### src/design/tpm_pkg.sv
// Shared constants for the timer PWM output mode block.
// Assumes a byte-addressed register port with 32-bit data words.
package tpm_pkg;

    // ==========================================================
    // Sizes
    // ==========================================================
    localparam int TPM_CHANNELS  = 16;
    localparam int TPM_CNT_WIDTH = 16;
    localparam int TPM_MAX_PWM   = 4;
    localparam int TPM_ADDR_W    = 8;
    localparam int TPM_DATA_W    = 32;
    localparam int TPM_FIELD_W   = 2;
    localparam int TPM_SEL_W     = 4;

    // ==========================================================
    // Register byte offsets
    // ==========================================================
    localparam logic [7:0] TPM_OFS_TIMER_CTRL = 8'h00;
    localparam logic [7:0] TPM_OFS_TIMER_CNT  = 8'h04;
    localparam logic [7:0] TPM_OFS_CYCLE_SEL  = 8'h08;
    localparam logic [7:0] TPM_OFS_PWM_SEL    = 8'h0c;
    localparam logic [7:0] TPM_OFS_EXT_MATCH  = 8'h10;
    localparam logic [7:0] TPM_OFS_MATCH_BASE = 8'h40;
    localparam logic [7:0] TPM_OFS_MODE_CTRL  = 8'h94;
    localparam logic [7:0] TPM_OFS_WORD_STEP  = 8'h04;

    // ==========================================================
    // Field positions
    // ==========================================================
    localparam int TPM_BIT_RUN       = 0;
    localparam int TPM_BIT_CNT_CLEAR = 1;

    // ==========================================================
    // Reset values and count step
    // ==========================================================
    localparam logic [31:0] TPM_RST_MODE_CTRL = 32'h0000_0000;
    localparam logic [15:0] TPM_RST_MATCH     = 16'h0000;
    localparam logic [15:0] TPM_RST_COUNT     = 16'h0000;
    localparam logic [15:0] TPM_RST_MASK      = 16'h0000;
    localparam logic [3:0]  TPM_RST_CYCLE_SEL = 4'h0;
    localparam logic [31:0] TPM_READ_ZERO     = 32'h0000_0000;
    localparam logic [15:0] TPM_COUNT_STEP    = 16'h0001;

    // ==========================================================
    // Output modes of one two-bit field
    // ==========================================================
    typedef enum logic [1:0] {
        TPM_MODE_LOW_FIRST  = 2'h0,
        TPM_MODE_HIGH_FIRST = 2'h1,
        TPM_MODE_FORCE_LOW  = 2'h2,
        TPM_MODE_FORCE_HIGH = 2'h3
    } tpm_mode_type;

endpackage

### src/design/tpm_channel.sv
// One output channel: match latch, mode mapping, output flop.
// Assumes count, wrap and run come from the same clock domain.
`timescale 1ns/100ps

module tpm_channel
    import tpm_pkg::*;
#(
    parameter int CNT_W = tpm_pkg::TPM_CNT_WIDTH
)
(
    input  wire logic                clk_in,
    input  wire logic                rstn_in,
    input  wire logic [CNT_W-1:0]    count_in,
    input  wire logic [CNT_W-1:0]    match_in,
    input  wire tpm_pkg::tpm_mode_type mode_in,
    input  wire logic                pwm_mode_in,
    input  wire logic                run_in,
    input  wire logic                wrap_in,
    input  wire logic                ext_level_in,
    output logic                     out_out
);

    import tpm_pkg::*;

    logic latch;
    logic next_latch;
    logic next_out;
    logic hit;
    logic level;

    // ==========================================================
    // Match latch
    // ==========================================================
    // Set on match, cleared when the timer wraps to zero
    always_comb
    begin
        hit = run_in && (count_in == match_in);
        next_latch = latch;
        if (wrap_in)
        begin
            next_latch = 1'b0;
        end
        else if (hit)
        begin
            next_latch = 1'b1;
        end
    end

    // ==========================================================
    // Mode mapping
    // ==========================================================
    // High from the match until the wrap, i.e. count not below match and not at the wrap value
    always_comb
    begin
        level = (latch | hit) & ~wrap_in;
        next_out = ext_level_in;
        if (pwm_mode_in)
        begin
            case (mode_in)
                TPM_MODE_LOW_FIRST:  next_out = level;
                TPM_MODE_HIGH_FIRST: next_out = ~level;
                TPM_MODE_FORCE_LOW:  next_out = 1'b0;
                TPM_MODE_FORCE_HIGH: next_out = 1'b1;
                default:             next_out = 1'b0;
            endcase
        end
    end

    // Output from a flop, so it never glitches at the pin
    always_ff @(posedge clk_in)
    begin
        if (!rstn_in)
        begin
            latch   <= 1'b0;
            out_out <= 1'b0;
        end
        else
        begin
            latch   <= next_latch;
            out_out <= next_out;
        end
    end

endmodule

### src/design/tpm_top.sv
// Timer PWM output mode control: timer, registers, output channels.
// Assumes a synchronous register master on clk_in that never waits.
//
// Behaviour
// Each output is either PWM or plain match output from external control.
// No more than four outputs, the lowest selected, may run as PWM.
// One chosen match register sets the PWM cycle length.
// A match on any other match register drives its PWM output high.
// A match on the cycle-length register resets the count to zero.
// On the reset to zero, all high PWM outputs drop low.
// Mode 00: low while count is below match, else high.
// Mode 01: high while count is below match, else low.
// Mode 10 forces the output low; output 15 field is bits 31:30.
// Mode 11 forces the output high regardless of count.
// Output 4 field is bits 9:8, lower fields below, reset zero.
// Field k is bits 2k+1:2k; writes act from next clock.
//
// Added by the designer: the strobed register port.
`timescale 1ns/100ps

module tpm_top
    import tpm_pkg::*;
#(
    parameter int CHANNELS = tpm_pkg::TPM_CHANNELS,
    parameter int CNT_W    = tpm_pkg::TPM_CNT_WIDTH,
    parameter int MAX_PWM  = tpm_pkg::TPM_MAX_PWM
)
(
    input  wire logic                          clk_in,
    input  wire logic                          rstn_in,
    input  wire logic [tpm_pkg::TPM_ADDR_W-1:0] addr_in,
    input  wire logic [tpm_pkg::TPM_DATA_W-1:0] wdata_in,
    input  wire logic                          write_in,
    input  wire logic                          read_in,
    output logic      [tpm_pkg::TPM_DATA_W-1:0] rdata_out,
    output logic      [CHANNELS-1:0]           pwm_out,
    output logic                               cycle_wrap_out
);

    import tpm_pkg::*;

    // ==========================================================
    // Elaboration checks
    // ==========================================================
    // The mode register holds two bits per channel in 32 bits
    if (CHANNELS < 1 || CHANNELS * TPM_FIELD_W > TPM_DATA_W)
    begin : g_bad_channels
        $error("tpm_top: CHANNELS out of range");
    end
    if (CHANNELS > (1 << TPM_SEL_W))
    begin : g_bad_select
        $error("tpm_top: CHANNELS exceeds cycle select range");
    end
    if (CNT_W < 1 || CNT_W > TPM_CNT_WIDTH)
    begin : g_bad_width
        $error("tpm_top: CNT_W out of range");
    end
    if (MAX_PWM < 1 || MAX_PWM > CHANNELS)
    begin : g_bad_max
        $error("tpm_top: MAX_PWM out of range");
    end

    // ==========================================================
    // State
    // ==========================================================
    logic [TPM_DATA_W-1:0] pwm_output_mode_control;
    logic [TPM_DATA_W-1:0] next_mode_ctrl;
    logic                  run;
    logic                  next_run;
    logic [CNT_W-1:0]      timer_count;
    logic [CNT_W-1:0]      next_count;
    logic [TPM_SEL_W-1:0]  cycle_sel;
    logic [TPM_SEL_W-1:0]  next_cycle_sel;
    logic [CHANNELS-1:0]   pwm_sel;
    logic [CHANNELS-1:0]   next_pwm_sel;
    logic [CHANNELS-1:0]   external_match_control;
    logic [CHANNELS-1:0]   next_ext;
    logic [CNT_W-1:0]      match_value [CHANNELS];
    logic [CNT_W-1:0]      next_match  [CHANNELS];
    logic [TPM_DATA_W-1:0] next_rdata;
    logic                  cnt_clear;
    logic                  wrap;
    logic [CHANNELS-1:0]   cycle_onehot;
    logic [CHANNELS-1:0]   pwm_active;

    // ==========================================================
    // Helpers
    // ==========================================================
    // Keep only the lowest MAX_PWM set bits of a select mask
    function automatic logic [CHANNELS-1:0] limit_pwm(
        input logic [CHANNELS-1:0] req
    );
        logic [CHANNELS-1:0] kept;
        int                  taken;
        kept  = '0;
        taken = 0;
        for (int i = 0; i < CHANNELS; i++)
        begin
            if (req[i] && taken < MAX_PWM)
            begin
                kept[i] = 1'b1;
                taken   = taken + 1;
            end
        end
        return kept;
    endfunction

    // Index of a match register word, or CHANNELS when none
    function automatic int match_index(
        input logic [TPM_ADDR_W-1:0] a
    );
        int idx;
        idx = CHANNELS;
        for (int i = 0; i < CHANNELS; i++)
        begin
            if (a == TPM_ADDR_W'(TPM_OFS_MATCH_BASE
                                 + TPM_OFS_WORD_STEP * i))
            begin
                idx = i;
            end
        end
        return idx;
    endfunction

    // ==========================================================
    // Register writes
    // ==========================================================
    // Unmapped writes are dropped without any side effect
    always_comb
    begin
        int widx;
        widx           = match_index(addr_in);
        next_mode_ctrl = pwm_output_mode_control;
        next_run       = run;
        next_cycle_sel = cycle_sel;
        next_pwm_sel   = pwm_sel;
        next_ext       = external_match_control;
        cnt_clear      = 1'b0;
        for (int i = 0; i < CHANNELS; i++)
        begin
            next_match[i] = match_value[i];
        end
        if (write_in)
        begin
            case (addr_in)
                TPM_OFS_MODE_CTRL:
                begin
                    next_mode_ctrl = wdata_in;
                end
                TPM_OFS_TIMER_CTRL:
                begin
                    next_run  = wdata_in[TPM_BIT_RUN];
                    cnt_clear = wdata_in[TPM_BIT_CNT_CLEAR];
                end
                TPM_OFS_CYCLE_SEL:
                begin
                    next_cycle_sel = wdata_in[TPM_SEL_W-1:0];
                end
                TPM_OFS_PWM_SEL:
                begin
                    next_pwm_sel = limit_pwm(wdata_in[CHANNELS-1:0]);
                end
                TPM_OFS_EXT_MATCH:
                begin
                    next_ext = wdata_in[CHANNELS-1:0];
                end
                default:
                begin
                    if (widx < CHANNELS)
                    begin
                        next_match[widx] = wdata_in[CNT_W-1:0];
                    end
                end
            endcase
        end
    end

    // ==========================================================
    // Timer
    // ==========================================================
    // Counting runs only while enabled; clear wins over counting
    always_comb
    begin
        wrap       = run && (timer_count == match_value[cycle_sel]);
        next_count = timer_count;
        if (cnt_clear)
        begin
            next_count = '0;
        end
        else if (wrap)
        begin
            next_count = '0;
        end
        else if (run)
        begin
            next_count = timer_count + CNT_W'(TPM_COUNT_STEP);
        end
    end

    // Cycle-length channel never acts as a PWM output itself
    always_comb
    begin
        cycle_onehot = '0;
        for (int i = 0; i < CHANNELS; i++)
        begin
            cycle_onehot[i] = (cycle_sel == TPM_SEL_W'(i));
        end
        pwm_active = pwm_sel & ~cycle_onehot;
    end

    // ==========================================================
    // Read path
    // ==========================================================
    // Data stand only in the cycle after the strobe, else zero
    always_comb
    begin
        int ridx;
        ridx       = match_index(addr_in);
        next_rdata = TPM_READ_ZERO;
        if (read_in)
        begin
            case (addr_in)
                TPM_OFS_MODE_CTRL:
                    next_rdata = pwm_output_mode_control;
                TPM_OFS_TIMER_CTRL:
                    next_rdata[TPM_BIT_RUN] = run;
                TPM_OFS_TIMER_CNT:
                    next_rdata[CNT_W-1:0] = timer_count;
                TPM_OFS_CYCLE_SEL:
                    next_rdata[TPM_SEL_W-1:0] = cycle_sel;
                TPM_OFS_PWM_SEL:
                    next_rdata[CHANNELS-1:0] = pwm_sel;
                TPM_OFS_EXT_MATCH:
                    next_rdata[CHANNELS-1:0] = external_match_control;
                default:
                begin
                    if (ridx < CHANNELS)
                    begin
                        next_rdata[CNT_W-1:0] = match_value[ridx];
                    end
                end
            endcase
        end
    end

    // ==========================================================
    // Registers
    // ==========================================================
    always_ff @(posedge clk_in)
    begin
        if (!rstn_in)
        begin
            pwm_output_mode_control <= TPM_RST_MODE_CTRL;
            run                     <= 1'b0;
            timer_count             <= CNT_W'(TPM_RST_COUNT);
            cycle_sel               <= TPM_RST_CYCLE_SEL;
            pwm_sel                 <= CHANNELS'(TPM_RST_MASK);
            external_match_control  <= CHANNELS'(TPM_RST_MASK);
            rdata_out               <= TPM_READ_ZERO;
            cycle_wrap_out          <= 1'b0;
            for (int i = 0; i < CHANNELS; i++)
            begin
                match_value[i] <= CNT_W'(TPM_RST_MATCH);
            end
        end
        else
        begin
            pwm_output_mode_control <= next_mode_ctrl;
            run                     <= next_run;
            timer_count             <= next_count;
            cycle_sel               <= next_cycle_sel;
            pwm_sel                 <= next_pwm_sel;
            external_match_control  <= next_ext;
            rdata_out               <= next_rdata;
            cycle_wrap_out          <= wrap;
            for (int i = 0; i < CHANNELS; i++)
            begin
                match_value[i] <= next_match[i];
            end
        end
    end

    // ==========================================================
    // Output channels
    // ==========================================================
    // Field k sits at bits 2k+1:2k; field 4 lands at 9:8
    for (genvar k = 0; k < CHANNELS; k++)
    begin : g_chan
        tpm_channel #(
            .CNT_W        (CNT_W)
        ) u_chan (
            .clk_in       (clk_in),
            .rstn_in      (rstn_in),
            .count_in     (timer_count),
            .match_in     (match_value[k]),
            .mode_in      (tpm_mode_type'(
                pwm_output_mode_control[TPM_FIELD_W*k +: TPM_FIELD_W])),
            .pwm_mode_in  (pwm_active[k]),
            .run_in       (run),
            .wrap_in      (wrap),
            .ext_level_in (external_match_control[k]),
            .out_out      (pwm_out[k])
        );
    end

endmodule

### config.mk
export PLATFORM = sky130hd
export DESIGN_NAME = tpm_top
export DESIGN_NICKNAME = d
export VERILOG_FILES = /design/src/design/tpm_pkg.sv /design/src/design/tpm_channel.sv /design/src/design/tpm_top.sv
export SDC_FILE = /design/constraint.sdc
export NUM_CORES = 1
export LEC_CHECK = 0
export BUFFER_PORTS_ARGS = -buffer_cell sky130_fd_sc_hd__buf_2
export CELL_PAD_IN_SITES_DETAIL_PLACEMENT = 2
export CELL_PAD_IN_SITES_GLOBAL_PLACEMENT = 2
export CORE_MARGIN = 1.5
export CORE_UTILIZATION = 38
export CTS_CLUSTER_DIAMETER = 50
export CTS_CLUSTER_SIZE = 14
export DETAILED_ROUTE_END_ITERATION = 6
export GPL_TIMING_DRIVEN = 0
export PLACE_DENSITY = 0.79
export SLEW_MARGIN = 30
export SYNTH_ARGS = -nofsm -noshare
export SYNTH_HDL_FRONTEND = slang
export SYNTH_SLANG_ARGS = --single-unit
### constraint.sdc
create_clock -name clk_in -period 8.9 [get_ports clk_in]
set_input_delay 0 -clock clk_in [delete_from_list [all_inputs] [get_ports clk_in]]
set_output_delay 0 -clock clk_in [all_outputs]
set_load 0.05 [all_outputs]
==> results of run 1 <==
[worst max-delay path: cells and delay by family]
| family | cells | cell delay (ns) |
|---|---|---|
| compound gates | 7 | 1.41 |
| xor+xnor | 2 | 0.66 |
| fa+ha+maj | 11 | 3.22 |
| buf+inv | 5 | 1.39 |
| mux | 2 | 0.54 |
| simple gates | 11 | 1.56 |
[cell families (layout without fill, tap and decap cells)]
| kind of cell | Yosys count | count (layout) | synth area share |
|---|---|---|---|
| and+or+nand+nor | 1038 | 1038 | 0.1954 |
| AOI/OAI and AO/OA | 632 | 632 | 0.1593 |
| DFF | 410 | 410 | 0.3604 |
| xor gates and xnor gates | 296 | 296 | 0.1150 |
| buffers and inverters | 273 | 490 | 0.04923 |
| muxes | 160 | 160 | 0.1118 |
| adders and majority gates | 16 | 16 | 0.008791 |
| other | 0 | 5 | 0 |
[metal layers]
| layer | part of all wire | vias up | track usage |
|---|---|---|---|
| met5 | 0.00038 | - | 0 |
| met4 | 0.091 | 6 | 0.3483 |
| met2 | 0.45 | 1398 | 0.7115 |
| li1 | - | 10150 | - |
| met3 | 0.089 | 469 | 0.09981 |
| met1 | 0.37 | 12440 | 0.5180 |
[metrics by stage]
step / instances / worst slack [ns] / cell area [um^2] / power [mW]
finish: 3820 / 0.6706 / 26450 / 4.596
global route: 3816 / 0.06917 / 26440 / 4.708
floorplan: 2825 / 2.201 / 22770 / 2.165
global placement: 3684 / 1.468 / 24170 / 2.318
CTS: 3815 / 0.5584 / 26410 / 4.591
detailed placement: 3688 / 1.053 / 24300 / 2.344
[registers in the layout, indices dropped and copies added, names as in the netlist, named ones only]
signal	flops
match_value	256
pwm_output_mode_control	32
rdata_out	32
external_match_control	16
g_chan.u_chan.latch	16
g_chan.u_chan.out_out	16
pwm_sel	16
timer_count	16
cycle_sel	4
cycle_wrap_out	1
run	1
[how the worst max path moves through the flow]
stage,startpoint,end,slack (ns),cells past startpoint
finish,wdata_in[1],pwm_sel[15],0.67,38
detailed placement,wdata_in[1],pwm_sel[15],1.05,36
floorplan,wdata_in[1],pwm_sel[15],2.20,35
global placement,wdata_in[1],pwm_sel[15],1.47,36
global route,wdata_in[1],pwm_sel[15],0.07,38
CTS,wdata_in[1],pwm_sel[15],0.56,38
[final cells by class]
cell class / count / area, um^2
fill: 6651 / 32680
multi-input combinational: 2142 / 13540
sequential: 410 / 8208
clock buffer: 60 / 1404
buffer: 249 / 1066
tap: 773 / 967.2
timing repair buffer: 118 / 742.0
clock inverter: 39 / 424.2
inverter: 24 / 90.09
antenna: 5 / 12.51
[power by group]
group	internal (mW)	leakage [nW]	switching, mW
Combinational	0.158	4.78	0.333
Sequential	1.84	3.30	0.00335
Clock	1.24	0.879	1.03
[layout by cell type (no fill, tap or decap), types with 59 or more instances in the layout]
cell,count
nand2_1,705
dfxtp_1,410
a21oi_1,401
xnor2_1,270
clkbuf_1,158
nor2_1,108
buf_2,105
mux2i_1,80
mux4_2,75
o22ai_1,63
nand4_1,59
[what timing repair did]
| item | 4_1_cts | 5_1_grt |
|---|---|---|
| endpoints found under the hold margin | 42 | 0 |
| endpoints found under the setup margin | 0 | 1 |
| resized for setup | 0 | 1 |
| hold buffers | 28 | 0 |
==> summary.md, run 1 <==
| Metric | Value |
|---|---|
| Leakage Power | ~9.0 nW |
| Largest area contributor in the netlist | dfxtp_1 |
| Total of warnings raised by yosys | 0 |
| Via count | roughly 24000 |
| Count leader, synth | nand2_1 |
| CP startpoint kind | primary input |
| Clk buf depth | 3 |
| Worst Hold Class | in -> reg |
| Maxcap violations | 0 |
| Clock Skew | 0.02502 ns |
| Failing checks | design-rule violations |
| Congestion Overflow GR | 0 |
| Status | finished, violations left |
| Transition time of the tightest slew-check pin | 1.130 ns |
| CTS tree | done |
| R2R Setup Slk | 3.74 ns |
| Cell mode on critical path | ha_1 |
| Total wire length | 137400 um |
| Synth area leaders | dfxtp_1, nand2_1, xnor2_1 |
| Setup_tns | 0 ns |
| F_max | 0.1215 GHz |
| Register bit count reported by yosys | 410 |
| Period utilization | 0.9247 |
| Peak supply drop | 0.0001262 V |
| CTS buffer count | 54 |
| Iter 0 DRT Violations | 2371 |
| Post-synthesis area per instance | roughly 8 um^2 |
| Routed WL per cell | 35.96 um |
| Nets@finish | 3059 |
| Starting Density | 0.3851 |
| Util after Layout | 0.4474 |
| Synth cell types | 58 |
| Fin crit period | 8.229 ns |
| Hold wc startpoint | wdata_in[6] |
| Max incr delay on CP | 0.56 ns |
| Slowest-stage cell, CP | dlygate4sd3_1 |
| RD Place Congestion | 1.079 |
| Hold slack | roughly 0.025 ns |
| Row count | 89 |
| Critical Path RT | 9.46 ns |
| Worst skew pair latency | 0.64 ns |
| Max-slew violations | 0 |
| Layout area overhead | 16.16% |
| Antenna viol nets, final | 0 |
| Worst Reg-to-Reg Cells | 13 |
| DR vias/cell | 6.403 |
| Crit end category | register |
| RSZ-0062 raised after global routing | false |
| Seq/Total Area, Yosys | 0.3604 |
| H-tree levels | 2 |
| Mapped Nets | 2885 |
| Cell area after synthesis | around 23000 um^2 |
| HPWL Detailed | 105900 um |
| Worst Path Arrival | 8.79 ns |
| IO Count | 93 |
| Die Span Y | 247.8 um |
| CTS Sinks | 410 |
| Hold depth | 5 |
| Post-synth top cells | nand2_1, dfxtp_1, a21oi_1 |
| Layout cells sized above 1 | 0.1160 |
| Worst Hold End | pwm_sel[6] |
| FFs w/ async S/R, synth | 0 |
| Syn Inst Count | around 2800 |
| Ys flop type | dfxtp_1 |
| Die width | 247.8 um |
| Initial antenna violation count | 8 |
| Post-synth EDFFs | 0 |
| CTS root buf | clkbuf_16 |
| Largest net degree at the start of global routing | 15 |
| Fin. Hold Viols | 0 |
| Die area | 61410 um^2 |
| I/O Buffers | 86 |
| Synth top area share | 0.3604 |
| Core area | 59130 um^2 |
| DR DRC count | 28 |
| Post-CTS Setup Bufs | 0 |
| Global Route Usage Sum | 0.4459 |
| Peak fanout along the critical path | 5 |
| Clock slew at reported path FFs | 0.06 ns |
| DR pass1 iterations | 7 |
| Setup CP Type | in -> reg |
| Pwr per Cell Area | roughly 170 nW/um^2 |
| Reg-to-Reg End | timer_count[7] |
| Vias in the first global route | roughly 26000 |
| First-pass GRT wire length | 191500 um |
| Relative slew slack | 0.2465 |
| Setup violators final | 0 |
No activity file was read; power rests on OpenSTA's default activity.
==> inputs of run 2 (changes only) <==
==> constraint.sdc (replaced) <==
create_clock -name clk_in -period 8.9 [get_ports clk_in]
set_input_delay 1.78 -clock clk_in [delete_from_list [all_inputs] [get_ports clk_in]]
set_output_delay 1.78 -clock clk_in [all_outputs]
set_load 0.05 [all_outputs]
==> run 2 against run 1 <==
The flow still finishes with violations (design-rule violations). First-iteration DRC count is 5.2% higher. Total power up 0.54%. Flip-flop and latch count is the same. Final cell count decreased by 0.63%. Combinational power grew 4.3%. Hold slack better by 0.46 ns. Non-clock buffer count shrank 21. Clock skew is 0.0047 ns lower. Wire length is 0.69% lower. Final area down 0.64%. Register-to-register slack worse by 0.07 ns. Sequential power hardly changed.
==> summary.md, run 2 (synthesized netlist as in run 1, its figures left out) <==
| Metric | Value |
|---|---|
| Status | finished, violations left (unchanged) |
| Failing checks | design-rule violations (unchanged) |
| Most frequent cells in the layout | nand2_1, dfxtp_1, a21oi_1 (unchanged) |
| Final Total Pwr | 4.621 mW (was 4.596 mW) |
| Total wire length | 136400 um (was 137400 um) |
| Fin crit period | 8.489 ns (was 8.229 ns) |
| Antenna viol nets, final | 0 (unchanged) |
| Crit end category | register (unchanged) |
| DR vias/cell | 6.398 (was 6.403) |
| Slowest-stage cell, CP | ha_1 (was dlygate4sd3_1) |
| DR DRC count | 28 (unchanged) |
| Commonest non-fill, non-tap cell in the layout | nand2_1 (unchanged) |
| Max reg flops | 256 (unchanged) |
| Met3 WL | 11750 um (was 12160 um) |
| Final worst slack | 0.4112 ns (was 0.6706 ns) |
| CTS root buf | clkbuf_16 (unchanged) |
| Worst skew pair latency | 0.64 ns (about the same) |
| Clock slew at reported path FFs | 0.06 ns (about the same) |
| Leakage Power | 8.892 nW (was 8.964 nW) |
| First-pass GRT wire length | 189600 um (was 191500 um) |
| Die width | 247.8 um (unchanged) |
| CTS buffer count | 54 (unchanged) |
| DR pass1 iterations | 7 (unchanged) |
| HPWL Detailed | 105900 um (unchanged) |
| IO Count | 93 (unchanged) |
| Maxcap violations | 0 (unchanged) |
| Clock Skew | 0.02030 ns (was 0.02502 ns) |
| Setup violators final | 0 (unchanged) |
| Starting Density | 0.3851 (unchanged) |
| Via count | 24290 (was 24460) |
| DR top layer | met5 (unchanged) |
| CP startpoint kind | primary input (unchanged) |
| Transition time of the tightest slew-check pin | 1.110 ns (was 1.130 ns) |
| Largest net degree at the start of global routing | 15 (unchanged) |
| Relative slew slack | 0.2528 (was 0.2465) |
| Largest registers | match_value (256), pwm_output_mode_control (32), rdata_out (32) (unchanged) |
| Clk buf depth | 3 (unchanged) |
| Fin. Hold Viols | 0 (unchanged) |
| CP bufs+invs | 4 (was 5) |
| Worst Hold Class | reg -> reg (was in -> reg) |
| Largest Register | match_value (unchanged) |
| Met1 Wirelength | 50900 um (was 50920 um) |
| Hold slack | 0.4840 ns (was 0.02458 ns) |
| Met2 routed WL | 61530 um (was 61720 um) |
| F_max | 0.1178 GHz (was 0.1215 GHz) |
| Vias in the first global route | 25430 (was 25680) |
| H-tree levels | 2 (unchanged) |
| Congestion Overflow GR | 0 (unchanged) |
| Core area | 59130 um^2 (unchanged) |
| Routed WL per cell | 35.93 um (was 35.96 um) |
| Global Route Usage Sum | 0.4418 (was 0.4459) |
| Layout cells sized above 1 | 0.1228 (was 0.1160) |
| CTS Sinks | 410 (unchanged) |
| CTS tree | done (unchanged) |
| Family with the most delay on the worst path | adder cells (unchanged) |
| Die area | 61410 um^2 (unchanged) |
| Layout area overhead | 15.42% (was 16.16%) |
| Setup CP Type | in -> reg (unchanged) |
| Max incr delay on CP | 0.33 ns (was 0.56 ns) |
| DP Worst Slack | -0.7266 ns (was 1.053 ns) |
| Critical Path RT | 9.45 ns (was 9.46 ns) |
| Worst Path Arrival | 9.04 ns (was 8.79 ns) |
| Peak supply drop | 0.0001271 V (was 0.0001262 V) |
| Iter 0 DRT Violations | 2494 (was 2371) |
| I/O Buffers | 86 (unchanged) |
| Die Span Y | 247.8 um (unchanged) |
| Cell mode on critical path | ha_1 (unchanged) |
| Initial antenna violation count | 6 (was 8) |
| Period utilization | 0.9538 (was 0.9247) |
| Max-slew violations | 0 (unchanged) |
| RD Place Congestion | 1.079 (unchanged) |
| Util after Layout | 0.4445 (was 0.4474) |
| Nets@finish | 3038 (was 3059) |
| Pwr per Cell Area | 175.8 nW/um^2 (was 173.7 nW/um^2) |
| Fillers | 6675 (was 6651) |
| Peak fanout along the critical path | 5 (unchanged) |
| Row count | 89 (unchanged) |
| Hold Buf Count CTS | 0 (was 28) |
## run 2: changes by cell type in the layout (fill, tap and decap cells not counted), sizes merged
cell,previous run,this run
dlygate4sd3,28,0
clkinvlp,6,7
buf,160,167
diode,5,2
inv,40,39
## run 2: layer usage
metal / vias up / global-route usage
met2: 1393 / 0.7054
met5: - / 0
met1: 12370 / 0.5171
met3: 446 / 0.09494
li1: 10080 / -
met4: 2 / 0.3399
## run 2: worst register-to-register path: cells and delay by family (launching register included)
kind / cells / cell delay (ns)
AND/OR/NAND/NOR: 3 / 1.09
multiplexers: 3 / 0.80
XOR/XNOR: 1 / 0.31
flip-flops: 1 / 0.33
AO/OA/AOI/OAI: 1 / 0.28
buffers and inverters: 5 / 2.29
## run 2: layout make-up
cell class                 count  area [um^2]  share of cell area
clock inverter                39        424.2             0.01614
sequential                   410         8208              0.3123
multi-input combinational   2142        13600              0.5175
timing repair buffer          97        514.2             0.01956
tap                          773        967.2             0.03680
antenna                        2        5.005           0.0001904
inverter                      24        93.84            0.003570
clock buffer                  60         1404             0.05341
buffer                       249         1067             0.04060
## run 2: worst paths after layout
kind                          startpoint                           to  slack, ns  depth (start not counted)
max reg2reg                     register               timer_count[7]       3.67                         13
min          pwm_output_mode_control[24]  pwm_output_mode_control[24]       0.48                          2
min reg2reg  pwm_output_mode_control[24]  pwm_output_mode_control[24]       0.48                          2
max                          wdata_in[0]                  pwm_sel[15]       0.41                         37
## run 2: timing repair
item,CTS,global route
pin swaps,1,2
resized for setup,2,13
setup buffers,1,6
setup endpoints to repair,1,2
## run 2: stage by stage
stage                     area [um^2]  setup TNS, ns  cells
final                           26290              0   3796
after global routing            26280      -0.003276   3795
after CTS                       26140              0   3788
after detailed placement        24300         -1.314   3688
after global placement          24170        -0.4915   3684
after floorplan                 22770              0   2825
## run 2: power breakdown
group,switching [mW],internal [mW]
registers,0.00334,1.84
logic,0.341,0.171
clock network,1.03,1.24
total,1.37,3.25
